===== config.mk =====
export PLATFORM = sky130hd
export DESIGN_NAME = pdr_phase_ready
export DESIGN_NICKNAME = d
export VERILOG_FILES = /design/src/pdr_pkg.sv /design/src/pdr_phase_ready.sv
export SDC_FILE = /design/constraint.sdc
export NUM_CORES = 1
export LEC_CHECK = 0
export ABC_AREA = 1
export BUFFER_PORTS_ARGS = -buffer_cell sky130_fd_sc_hd__clkbuf_2
export CAP_MARGIN = 20
export CORE_UTILIZATION = 60
export DETAILED_ROUTE_END_ITERATION = 12
export GPL_ROUTABILITY_DRIVEN = 0
export PLACE_DENSITY = 0.8
export SYNTH_ARGS = -nofsm -noshare
export SYNTH_HDL_FRONTEND = slang
export SYNTH_SLANG_ARGS = --single-unit

===== constraint.sdc =====
create_clock -name clk_i -period 11.35 [get_ports clk_i]
set_clock_uncertainty 0.2 [all_clocks]
set_input_delay 1.135 -clock clk_i [delete_from_list [all_inputs] [get_ports clk_i]]
set_output_delay 1.135 -clock clk_i [all_outputs]
set_load 0.05 [all_outputs]

===== src/pdr_pkg.sv =====
package pdr_pkg;

    // ------------------------------------------------------------------
    // Register map (byte addresses, one 32-bit word each)
    // ------------------------------------------------------------------
    localparam logic [7:0]  PDR_ADDR_PAIR_DELAY_0 = 8'h00;
    localparam logic [7:0]  PDR_ADDR_PAIR_DELAY_1 = 8'h04;
    localparam logic [7:0]  PDR_ADDR_STATUS_COMM  = 8'h08;
    localparam logic [7:0]  PDR_ADDR_CONFIG_ZERO  = 8'h0C;
    localparam logic [7:0]  PDR_ADDR_CONFIG_ONE   = 8'h10;
    localparam logic [7:0]  PDR_ADDR_CHAN_ACTIVE  = 8'h14;

    // ------------------------------------------------------------------
    // Field positions
    // ------------------------------------------------------------------
    localparam int PDR_FLD_DELAY_LO       = 0;
    localparam int PDR_FLD_DELAY_HI       = 12;
    localparam int PDR_FLD_READY_FLAGS    = 0;
    localparam int PDR_FLD_LINK_MODE      = 8;
    localparam int PDR_FLD_OFFSET_EN      = 0;
    localparam int PDR_FLD_GAIN_EN        = 1;
    localparam int PDR_FLD_EXT_CLOCK      = 0;
    localparam int PDR_FLD_PRESCALE       = 1;
    localparam int PDR_FLD_OSR_SEL        = 3;

    // ------------------------------------------------------------------
    // Reset values
    // ------------------------------------------------------------------
    localparam logic [23:0] PDR_RST_PAIR_DELAY    = 24'h000000;
    localparam logic [7:0]  PDR_RST_READY_FLAGS   = 8'hFF;
    localparam logic        PDR_RST_LINK_MODE     = 1'b1;
    localparam logic        PDR_RST_EXT_CLOCK     = 1'b0;
    localparam logic [1:0]  PDR_RST_PRESCALE      = 2'h0;
    localparam logic [2:0]  PDR_RST_OSR_SEL       = 3'h7;
    localparam logic [7:0]  PDR_RST_CHAN_ACTIVE   = 8'hFF;

    // ------------------------------------------------------------------
    // Timing: one delay step is one decimated period (1 us by default)
    // ------------------------------------------------------------------
    localparam int PDR_STEP_NS        = 1000;
    localparam int PDR_CLK_PERIOD_NS  = 4;
    localparam int PDR_STEP_CYCLES    = PDR_STEP_NS / PDR_CLK_PERIOD_NS;
    localparam int PDR_OSR_MIN_LOG2   = 5;

    typedef struct packed {
        logic [7:0]  paddr;
        logic        pwrite;
        logic [31:0] pwdata;
    } pdr_apb_req_t;

endpackage


===== src/pdr_phase_ready.sv =====
// Decided for this implementation: the register offsets and the APB register port.
`timescale 1ns/100ps
`default_nettype none
// Contract
// - One delay code step equals one decimated clock period, 1 us by default.
// - Delay time scales with prescaler setting and master clock rate.
// - Even and odd ready pulses of a pair are apart by the pair code.
// - Conversion starts and ready pulses shifted by half the ratio from reset.
// - Odd channels ready at reference; even ones lead or lag by code.
// - Usable range is minus half ratio to half ratio minus one.
// - Any delay register write restarts all channels, even same value.
// - Sign bit position follows ratio, bit 11 at 4096 to bit 4 at 32.
// - At ratio 4096 code is two's complement, -2048 to +2047.
// - Link mode 0: ready pin carries channel 0 and channel 1 pulses.
// - Link mode 1 default: ready pin carries most lagging active channel only.
// - Linked mode latches all active channel results together at lagging ready.
// - Eight ready flags readable anytime; writes to them do nothing.
// - Flags reset to 1 and go 0 when channel output updates.
// - Reading status register returns all flags to 1.
// - Linked mode updates all flags with lagging channel; unlinked, per channel. Here only flags of active channels update.
// - External clock select 0 runs crystal; 1 bypasses and pulls pin low.
// - Two global bits enable offset and gain correction on all channels.
// - Two 24-bit delay registers each hold two 12-bit pair fields.
// - Positive code makes even channel lag odd; negative makes it lead.
// - All odd channels stay synchronous and ready at the same instant.
module pdr_phase_ready #(
    parameter int STEP_CYCLES = pdr_pkg::PDR_STEP_CYCLES
) (
    // Clock and reset
    input  wire logic        clk_i,
    input  wire logic        sys_rst_i,
    // APB slave
    input  wire logic        psel_i,
    input  wire logic        penable_i,
    input  wire logic        pwrite_i,
    input  wire logic [7:0]  paddr_i,
    input  wire logic [31:0] pwdata_i,
    output logic [31:0]      prdata_o,
    output logic             pready_o,
    output logic             pslverr_o,
    // Clock source control
    output logic             osc_enable_o,
    output logic             osc_bypass_o,
    output logic             osc_out_pin_o,
    output logic             osc_out_pin_oe_o,
    // Correction enables
    output logic             offset_corr_enable_o,
    output logic             gain_corr_enable_o,
    // Conversion timing
    output logic             decimated_modulator_clock_o,
    output logic [7:0]       chan_latch_o,
    output logic             ready_pin_n_o
);
    import pdr_pkg::*;

    // How the block fits together.
    //
    // The register file sits behind a zero-wait APB slave. Writes take effect at the access edge,
    // and read data is loaded during the setup cycle so that it is settled by the access edge.
    //
    // A prescaler divides the system clock into the decimated tick. One tick is one delay step,
    // so every timing figure of the block scales with the prescale setting and the step length.
    //
    // A phase counter counts ticks over one output-rate period of ratio ticks. Odd channels fire
    // at half the ratio. Each even channel fires at half the ratio plus the signed code of its pair.
    //
    // Any delay register write raises a one-cycle restart. The restart clears both counters, so
    // the first ready events after it come half a period later, just as they do after reset.
    //
    // In linked mode every active channel latches at the most lagging active event, and the ready
    // pin pulses once per period. In unlinked mode each channel latches at its own event, and the
    // ready pin shows only the events of channel 0 and channel 1.
    //
    // The ready flags follow the latch pulses. A status read sets them all back to 1, but a latch
    // in the same cycle still clears its flag; only a result latched in the read's setup cycle can be reported as stale.
    //
    // Limitations: the gain correction pipeline delay is not modelled, and channels that are not
    // active never latch and never clear their flags.

    // ------------------------------------------------------------------
    // Register file
    // ------------------------------------------------------------------
    logic [23:0] delay0_reg, delay0_next;
    logic [23:0] delay1_reg, delay1_next;
    logic        link_reg, link_next;
    logic        offen_reg, offen_next;
    logic        gainen_reg, gainen_next;
    logic        ext_reg, ext_next;
    logic [1:0]  pre_reg, pre_next;
    logic [2:0]  osr_reg, osr_next;
    logic [7:0]  active_reg, active_next;
    logic [7:0]  flags_reg, flags_next;
    logic [31:0] rdata_reg, rdata_next;
    logic        restart_reg, restart_next;

    logic        acc_wr, acc_rd;
    logic [7:0]  upd;

    assign acc_wr = psel_i & penable_i & pwrite_i;
    assign acc_rd = psel_i & penable_i & ~pwrite_i;

    always_comb begin
        delay0_next  = delay0_reg;
        delay1_next  = delay1_reg;
        link_next    = link_reg;
        offen_next   = offen_reg;
        gainen_next  = gainen_reg;
        ext_next     = ext_reg;
        pre_next     = pre_reg;
        osr_next     = osr_reg;
        active_next  = active_reg;
        rdata_next   = rdata_reg;
        restart_next = 1'b0;
        flags_next   = flags_reg;
        if (acc_wr) begin
            unique case (paddr_i)
                PDR_ADDR_PAIR_DELAY_0: begin
                    delay0_next  = pwdata_i[23:0];
                    restart_next = 1'b1;
                end
                PDR_ADDR_PAIR_DELAY_1: begin
                    delay1_next  = pwdata_i[23:0];
                    restart_next = 1'b1;
                end
                PDR_ADDR_STATUS_COMM: begin
                    link_next = pwdata_i[PDR_FLD_LINK_MODE];  // ready flags not writable
                end
                PDR_ADDR_CONFIG_ZERO: begin
                    offen_next  = pwdata_i[PDR_FLD_OFFSET_EN];
                    gainen_next = pwdata_i[PDR_FLD_GAIN_EN];
                end
                PDR_ADDR_CONFIG_ONE: begin
                    ext_next = pwdata_i[PDR_FLD_EXT_CLOCK];
                    pre_next = pwdata_i[PDR_FLD_PRESCALE +: 2];
                    osr_next = pwdata_i[PDR_FLD_OSR_SEL +: 3];
                end
                PDR_ADDR_CHAN_ACTIVE: begin
                    active_next = pwdata_i[7:0];
                end
                default: ;
            endcase
        end
        if (psel_i & ~penable_i & ~pwrite_i) begin
            unique case (paddr_i)
                PDR_ADDR_PAIR_DELAY_0: rdata_next = {8'h00, delay0_reg};
                PDR_ADDR_PAIR_DELAY_1: rdata_next = {8'h00, delay1_reg};
                PDR_ADDR_STATUS_COMM:  rdata_next = {23'h000000, link_reg, flags_reg};
                PDR_ADDR_CONFIG_ZERO:  rdata_next = {30'h00000000, gainen_reg, offen_reg};
                PDR_ADDR_CONFIG_ONE:   rdata_next = {26'h0000000, osr_reg, pre_reg, ext_reg};
                PDR_ADDR_CHAN_ACTIVE:  rdata_next = {24'h000000, active_reg};
                default:               rdata_next = 32'h00000000;
            endcase
        end
        // A status read returns flags to 1; an update in the same cycle wins.
        if (acc_rd && paddr_i == PDR_ADDR_STATUS_COMM) begin
            flags_next = 8'hFF;
        end
        flags_next = flags_next & ~upd;
    end

    always_ff @(posedge clk_i) begin
        if (sys_rst_i) begin
            delay0_reg  <= PDR_RST_PAIR_DELAY;
            delay1_reg  <= PDR_RST_PAIR_DELAY;
            link_reg    <= PDR_RST_LINK_MODE;
            offen_reg   <= 1'b0;
            gainen_reg  <= 1'b0;
            ext_reg     <= PDR_RST_EXT_CLOCK;
            pre_reg     <= PDR_RST_PRESCALE;
            osr_reg     <= PDR_RST_OSR_SEL;
            active_reg  <= PDR_RST_CHAN_ACTIVE;
            flags_reg   <= PDR_RST_READY_FLAGS;
            rdata_reg   <= 32'h00000000;
            restart_reg <= 1'b1;
        end else begin
            delay0_reg  <= delay0_next;
            delay1_reg  <= delay1_next;
            link_reg    <= link_next;
            offen_reg   <= offen_next;
            gainen_reg  <= gainen_next;
            ext_reg     <= ext_next;
            pre_reg     <= pre_next;
            osr_reg     <= osr_next;
            active_reg  <= active_next;
            flags_reg   <= flags_next;
            rdata_reg   <= rdata_next;
            restart_reg <= restart_next;
        end
    end

    assign pready_o  = 1'b1;
    assign prdata_o  = rdata_reg;
    assign pslverr_o = 1'b0;

    // ------------------------------------------------------------------
    // Clock source and correction enables
    // ------------------------------------------------------------------
    assign osc_enable_o         = ~ext_reg;
    assign osc_bypass_o         = ext_reg;
    assign osc_out_pin_o        = 1'b0;
    assign osc_out_pin_oe_o     = ext_reg;
    assign offset_corr_enable_o = offen_reg;
    assign gain_corr_enable_o   = gainen_reg;

    // ------------------------------------------------------------------
    // Decimated clock: STEP_CYCLES system cycles times prescale 1/2/4/8
    // ------------------------------------------------------------------

    // The tick is a one-cycle pulse; the counter restarts from zero on every restart.
    // A prescale write does not restart the counter, so the first period after it may be long.
    // Software is expected to write a delay register afterwards to realign all channels.

    logic [15:0] pre_cnt_reg, pre_cnt_next;
    logic        tick;
    logic [15:0] pre_len;

    assign pre_len = 16'(STEP_CYCLES << pre_reg);
    assign tick    = (pre_cnt_reg == pre_len - 16'h0001);

    always_comb begin
        pre_cnt_next = tick ? 16'h0000 : pre_cnt_reg + 16'h0001;
        if (restart_reg) begin
            pre_cnt_next = 16'h0000;
        end
    end

    always_ff @(posedge clk_i) begin
        if (sys_rst_i) begin
            pre_cnt_reg <= 16'h0000;
        end else begin
            pre_cnt_reg <= pre_cnt_next;
        end
    end

    assign decimated_modulator_clock_o = tick;

    // ------------------------------------------------------------------
    // Output-rate timing in decimated periods
    // ------------------------------------------------------------------

    // The code is stored once for the largest ratio. At smaller ratios the sign bit moves down,
    // and the bits above it are ignored, so the same code stays valid across ratio changes.
    // The result is one bit wider than the code so that every step count fits with its sign.

    // Sign-extend the code from the bit chosen by the ratio.
    function automatic logic signed [12:0] pdr_code(input logic [11:0] c, input logic [2:0] sel);
        logic [3:0]         sb;
        logic signed [12:0] v;
        sb = 4'(sel) + 4'h4;
        v  = 13'sh0000;
        for (int i = 0; i < 12; i++) begin
            if (i < int'(sb)) begin
                v[i] = c[i];
            end else begin
                v[i] = c[sb];
            end
        end
        v[12] = c[sb];
        return v;
    endfunction

    logic [12:0]        oversampling_ratio;
    logic [12:0]        half;
    logic [13:0]        ph_cnt_reg, ph_cnt_next;
    logic [11:0]        code [4];
    logic [13:0]        ev_time [4];
    logic signed [12:0] lag_max;
    logic [7:0]         raw;
    logic [13:0]        lag_time;

    // The shift amount is widened first; a three-bit sum would wrap at the largest ratios.
    assign oversampling_ratio     = 13'(1) << (4'(osr_reg) + 4'(PDR_OSR_MIN_LOG2));
    assign half    = oversampling_ratio >> 1;
    assign code[0] = delay1_reg[PDR_FLD_DELAY_LO +: 12];
    assign code[1] = delay1_reg[PDR_FLD_DELAY_HI +: 12];
    assign code[2] = delay0_reg[PDR_FLD_DELAY_LO +: 12];
    assign code[3] = delay0_reg[PDR_FLD_DELAY_HI +: 12];

    always_comb begin
        lag_max = 13'sh0000;
        raw     = 8'h00;
        for (int p = 0; p < 4; p++) begin
            // Even time = reference half-period plus signed code; range stays in -OVERSAMPLING_RATIO/2..OVERSAMPLING_RATIO/2-1.
            ev_time[p] = 14'(half) + 14'(pdr_code(code[p], osr_reg));
            if (tick && ph_cnt_reg == ev_time[p]) begin
                raw[2 * p] = 1'b1;
            end
            if (tick && ph_cnt_reg == 14'(half)) begin
                raw[2 * p + 1] = 1'b1;
            end
            if (active_reg[2 * p] && pdr_code(code[p], osr_reg) > lag_max) begin
                lag_max = pdr_code(code[p], osr_reg);
            end
        end
        lag_time    = 14'(half) + 14'(lag_max);
        ph_cnt_next = ph_cnt_reg;
        if (tick) begin
            ph_cnt_next = (ph_cnt_reg == 14'(oversampling_ratio) - 14'h0001) ? 14'h0000 : ph_cnt_reg + 14'h0001;
        end
        if (restart_reg) begin
            ph_cnt_next = 14'h0000;
        end
    end

    always_ff @(posedge clk_i) begin
        if (sys_rst_i) begin
            ph_cnt_reg <= 14'h0000;
        end else begin
            ph_cnt_reg <= ph_cnt_next;
        end
    end

    // ------------------------------------------------------------------
    // Ready pin, latching and flag updates
    // ------------------------------------------------------------------

    // Latch pulses and the ready pin are registered, one cycle after the matching tick.
    // A restart in flight suppresses any event that the old counter values would produce.
    // The most lagging time includes the odd reference, so a negative code never moves it early.

    logic lag_evt;
    logic drdy_reg, drdy_next;
    logic [7:0] latch_reg, latch_next;

    assign lag_evt = tick && ph_cnt_reg == lag_time && !restart_reg;

    always_comb begin
        if (link_reg) begin
            latch_next = lag_evt ? active_reg : 8'h00;
            drdy_next  = lag_evt;
        end else begin
            latch_next = restart_reg ? 8'h00 : raw & active_reg;
            drdy_next  = |latch_next[1:0];
        end
    end

    always_ff @(posedge clk_i) begin
        if (sys_rst_i) begin
            latch_reg <= 8'h00;
            drdy_reg  <= 1'b0;
        end else begin
            latch_reg <= latch_next;
            drdy_reg  <= drdy_next;
        end
    end

    assign upd           = latch_reg;
    assign chan_latch_o  = latch_reg;
    assign ready_pin_n_o = ~drdy_reg;

endmodule
`default_nettype wire


-- After elaboration in Yosys (flattened, before gate mapping)
Index checks and enable logic that the tools add are counted.
- register bits: 145
- bits of input ports: 45
- add/subtract/negate cells: 11
- $lt $le $gt $ge: 17
- equal/unequal tests: 13
- shift-type cells: 2
- multiplexer cells: 74
- bitwise gates (word level): 12
- reduce and logical (&&, ||, !) cells: 24
- operators with widths (cell ; count):
    one-hot mux 24 bit (6 select lines) ; 1
    equality test 14 bit ; 6
    adder 13 x 13 -> 14 bit ; 5
    two-way mux 1 bit ; 60
    two-way mux 13 bit ; 4
    greater-than comparator 13 bit ; 3
    two-way mux 8 bit ; 4
    adder 16 x 1 -> 16 bit, second input constant ; 1
    bitwise AND 8 bit ; 2
    binary-select mux 1 bit (select 4 bit) ; 4
    equality test 16 bit ; 1
    equality test 8 x 4 -> 1 bit, second input constant ; 2
    equality test 8 x 5 -> 1 bit, second input constant ; 2
    less-than comparator 3 x 4 -> 1 bit, first input constant ; 4
    less-than comparator 4 bit, first input constant ; 4
    left shift 8 x 2 -> 16 bit, first input constant ; 1
    subtractor 16 x 1 -> 16 bit, second input constant ; 1
    adder 14 x 1 -> 14 bit, second input constant ; 1
    equality test 14 x 12 -> 1 bit ; 1
    two-way mux 14 bit ; 1
    subtractor 13 x 1 -> 14 bit, second input constant ; 1
    greater-than comparator 13 x 1 -> 1 bit, second input constant ; 1
    left shift 1 x 4 -> 13 bit, first input constant ; 1
    logical AND 1 bit ; 12
    other kinds (13) ; 30

-- Depth between registers and ports, before layout
- depth after elaboration: 22
- depth in mapped cells: 70
- mapped depth without buffers: 67

-- Worst setup path after synthesis
Ideal clock, no wire load.
- kind: register -> register
- start point: register osr_reg[1]
- end point: register latch_reg[1], in the netlist chan_latch_o[1]
- library setup time: 62 ps
- arrival time: 7984 ps
- path slack: 3104 ps
- stages on the path, launching flop included: 63
- buffers on the path: 4
- period minus slack after synthesis: 8246 ps
- cells stage by stage: dfxtp_1 > buf_4 > nand2_2 > nand2_4 > inv_1 > nand2_1 > nand4_1 > nor2_1 > nand3_1 > nand2_1 > clkinv_1 > nand2_1 > ha_1 > nand2_1 > inv_1 > a221oi_1 > nor2_1 > nor3_4 > [27 not listed] > ha_1 > inv_1 > o21ai_0 > a31oi_1 > nand2_1 > nand2_1 > nand2_1 > nand2_1 > nand2_1 > a21oi_1 > o21ai_0 > xor2_1 > or2_2 > nand3_2 > nand3_2 > nand2_1 > inv_2 > nor2_2
- cells in the longest elaborated chain, start to end: 22
- elaborated cells between the ends (all ways): 94
- classes of those cells: 3 x add/sub; 16 x order compare; 2 x eq/ne; 1 x shift; 64 x mux; 1 x bitwise; 7 x reduce/logical
- RTL lines (element ; RTL line ; source):
    start, declared ; pdr_phase_ready.sv:90 ; logic [2:0] osr_reg, osr_next;
    start signal, assigned ; pdr_phase_ready.sv:183 ; osr_reg <= osr_next;
    adder 3 x 3 -> 4 bit ; pdr_phase_ready.sv:249 ; sb = 4'(sel) + 4'h4;
    binary-select mux 1 bit (select 4 bit) ; pdr_phase_ready.sv:255, pdr_phase_ready.sv:258 ;
    two-way mux 1 bit (implied by the code) ; pdr_phase_ready.sv:255, pdr_phase_ready.sv:258 ;
    two-way mux 1 bit ; pdr_phase_ready.sv:252 ; if (i < int'(sb)) begin
    greater-than comparator 13 x 1 -> 1 bit ; pdr_phase_ready.sv:291 ; if (active_reg[2 * p] && pdr_code(code[p], osr_reg) > lag_max) begin
    logical AND 1 bit ; pdr_phase_ready.sv:291 ;
    two-way mux 13 bit ; pdr_phase_ready.sv:291 ;
    greater-than comparator 13 bit ; pdr_phase_ready.sv:291 ;
    [5 not listed] ; -- ;
    greater-than comparator 13 bit ; pdr_phase_ready.sv:291 ;
    logical AND 1 bit ; pdr_phase_ready.sv:291 ;
    two-way mux 13 bit ; pdr_phase_ready.sv:291 ;
    adder 13 x 13 -> 14 bit ; pdr_phase_ready.sv:295 ; lag_time = 14'(half) + 14'(lag_max);
    equality test 14 bit ; pdr_phase_ready.sv:325 ; assign lag_evt = tick && ph_cnt_reg == lag_time && !restart_reg;
    logical AND 1 bit (2 in series) ; pdr_phase_ready.sv:325 ;
    two-way mux 8 bit ; pdr_phase_ready.sv:329 ; latch_next = lag_evt ? active_reg : 8'h00;
    two-way mux 8 bit (*) ; pdr_phase_ready.sv:328 ; if (link_reg) begin
    end signal, assigned ; pdr_phase_ready.sv:342 ; latch_reg <= latch_next;
    end, declared ; pdr_phase_ready.sv:323 ; logic [7:0] latch_reg, latch_next;
Mark *: on every way between the ends. The rest lies on a longest branch, timed or not. The select of a mux whose other input is x is not followed.
A chain may end at the register's enable or synchronous reset.

-- Final worst setup path
- start point: register osr_reg[0]
- end point: register latch_reg[3], in the netlist chan_latch_o[3]
The elaborated chain is that of the path after synthesis.

==> results.md <==
- Status: completed
- Worst slew pin tran: 0.961 ns
- Crit end category: register
- Detailed placement HPWL: around 28 mm
- Vias per cell: approximately 6
- CTS tree: yes
- Synth top cells by count: nand2_1 (363), inv_1 (183), a21oi_1 (146)
- RSZ-0062 raised after global routing: false
- Slowest Stage Delay on Critical Path: around 0.70 ns
- Setup WS pre-CTS: 1.17 ns
- Clock Path Buffers: 2
- Vias in the first global route: 11265
- Final WL: 36.4 mm
- CTS root buf: clkbuf_16
- Core footprint: roughly 0.019 mm2
- H-tree depth: 4
- WP data required: 11.49 ns
- Die span in y: 142 um
- Async SR Flop Fraction: 0%
- Clock Sinks: 137
- Share of the synthesized area in the top cell type: 23.4%
- Slowest CP cell: dfxtp_1
- Initial antenna violation count: 1
- Peak supply drop: 0.106 mV
- Most common cell in the netlist: nand2_1
- PortBufs: 75
- Sequential element share of the synthesized area: 23.4%
- Critical Path Fanout Max: 22
- Finish-stage setup viols: 0
- PD cells: 92.8 mW/mm2
- CTS buffer count: 17
- First-pass GRT wire length: 57.1 mm
- Avg Inst Size Synth: 6.77 um2
- Via count: 12315
- Max-cap violations: 0
- Top-level I/O count: 95
- Setup_tns: 0 ns
- Clock latency on the worst-skew pair: 0.44 ns
- Max-slew violations: 0
- Synth-to-Final Area Change: 10.5%
- DR iter-0 viols: approximately 1300
- Lkg Pwr: between 5 and 6 nW
- GRT Overall Usage: 36.6%
- Die W: 142 um
- Die ar.: 0.0201 mm2
- Final WS setup: 0.902 ns
- WL per Instance: 17.5 um
- Pin count of the biggest net entering global routing: a little under 80
- Global route total overflow: 0
- Worst hold slack: ~0.25 ns
- Initial core utilization: around three fifths
- FMAX: 0.0957 GHz
- Fin crit period: 10.45 ns
- Post-synth EDFFs: 0
- Final hold violation count: 0
- Crit path buf inv count: 5
- Clock transition at path regs: 0.07 ns
- Netlist cell types: 60
- Setup crit start kind: register
- DRT Pass-1 Iters: 6
- Num rows: 50
- Final nets: 1964
- Diode count: 0
- WS Path Type: reg2reg
- Synthesized flop and latch total: 137
- Layout cell share with drive strength beyond 1: 12.1%
- Ranking of synthesized cells by area: dfxtp_1 (23%), nand2_1 (12%), ha_1 (12%), a21oi_1 (6.2%), xor2_1 (6.1%)
- Post-synth top flop: dfxtp_1
- Critical Path AT: roughly 11 ns
- Relative slew margins: 34.3%
- CP top delay family: simple AND/OR/NAND/NOR gates
- Cell type with the largest total area after synthesis: dfxtp_1
- Hold WC Path Type: reg2reg
- Synth warn: 0
- Inst Count DP: 2046
- Mapped Cells: 1731
- Hold_buf cts: 0
- Post-route ant nets: 0
- Top cell by count, worst path: nand2_1
- Final period util: between 90% and 100%
- Post-route DRC: 0
- Util after Layout: 68.3%
- Fillers: ~1700
- Finished Layout Cells: roughly 2100
- Netlist Area Pre-Place: 0.0117 mm2
==> metrics by stage <==
step | area, um2 | total power, W
after global routing | 13000 | 0.00124
after global placement | 12300 | 0.000637
final | 13000 | 0.00120
after detailed placement | 12300 | 0.000641
after floorplan | 11900 | 0.000609
after CTS | 12900 | 0.00120
==> repair_timing <==
| action | CTS | global route |
|---|---|---|
| endpoints found under the setup margin | 0 | 6 |
| resized for setup | 0 | 1 |
| setup buffers | 0 | 0 |
==> per-layer routing <==
metal,routed length [um],vias up,GRT usage [%]
met5,0,-,0
met4,1880,0,20.4
met3,3700,151,7.12
met2,16100,672,58.6
met1,14700,5586,46.1
li1,-,5906,-
==> layout make-up <==
type | count | area, um2 | share of cell area [%]
Clock inverter | 15 | 168 | 1.29
Sequential cell | 137 | 2740 | 21.2
Tap cell | 260 | 325 | 2.51
Multi-Input combinational cell | 1356 | 8020 | 61.9
Timing Repair Buffer | 92 | 515 | 3.98
Clock buffer | 17 | 425 | 3.28
Inverter | 202 | 758 | 5.85
==> placed cells by master, fill, tap and decap left out, drive strengths merged, types with 39 or more instances in the layout <==
cell type | netlist | layout
nand3 | 87 | 87
conb | 2 | 39
a21oi | 146 | 146
ha | 108 | 108
xor2 | 82 | 82
nor2 | 134 | 134
dfxtp | 137 | 137
inv | 195 | 206
clkbuf | 49 | 92
o21ai | 159 | 159
nand2 | 376 | 376
==> kinds of logic after synthesis <==
logic type      after synthesis  synth area share (%)
other cells                   2                0.0641
compound gates              389                  19.5
simple gates                699                  26.5
flops                       137                  23.4
fa+ha+maj                   113                  12.4
xor+xnor                    116                  8.67
buf+inv                     275                  9.45
==> path summary, 6_finish.rpt <==
path                   start         endpoint  slack, ns  depth (start not counted)
max               osr_reg[0]  chan_latch_o[3]       0.90                         64
min          chan_latch_o[2]     flags_reg[2]       0.25                          1
max reg2reg       osr_reg[0]  chan_latch_o[3]       0.90                         64
min reg2reg  chan_latch_o[2]     flags_reg[2]       0.25                          1
==> power by group <==
part,total (W),internal (W),switching (W)
registers,0.000482,0.000481,0.00000104
logic,0.000153,0.0000490,0.000104
clock network,0.000567,0.000297,0.000270
total,0.00120,0.000827,0.000375
Note: power is estimated with default switching activity, not from simulation.
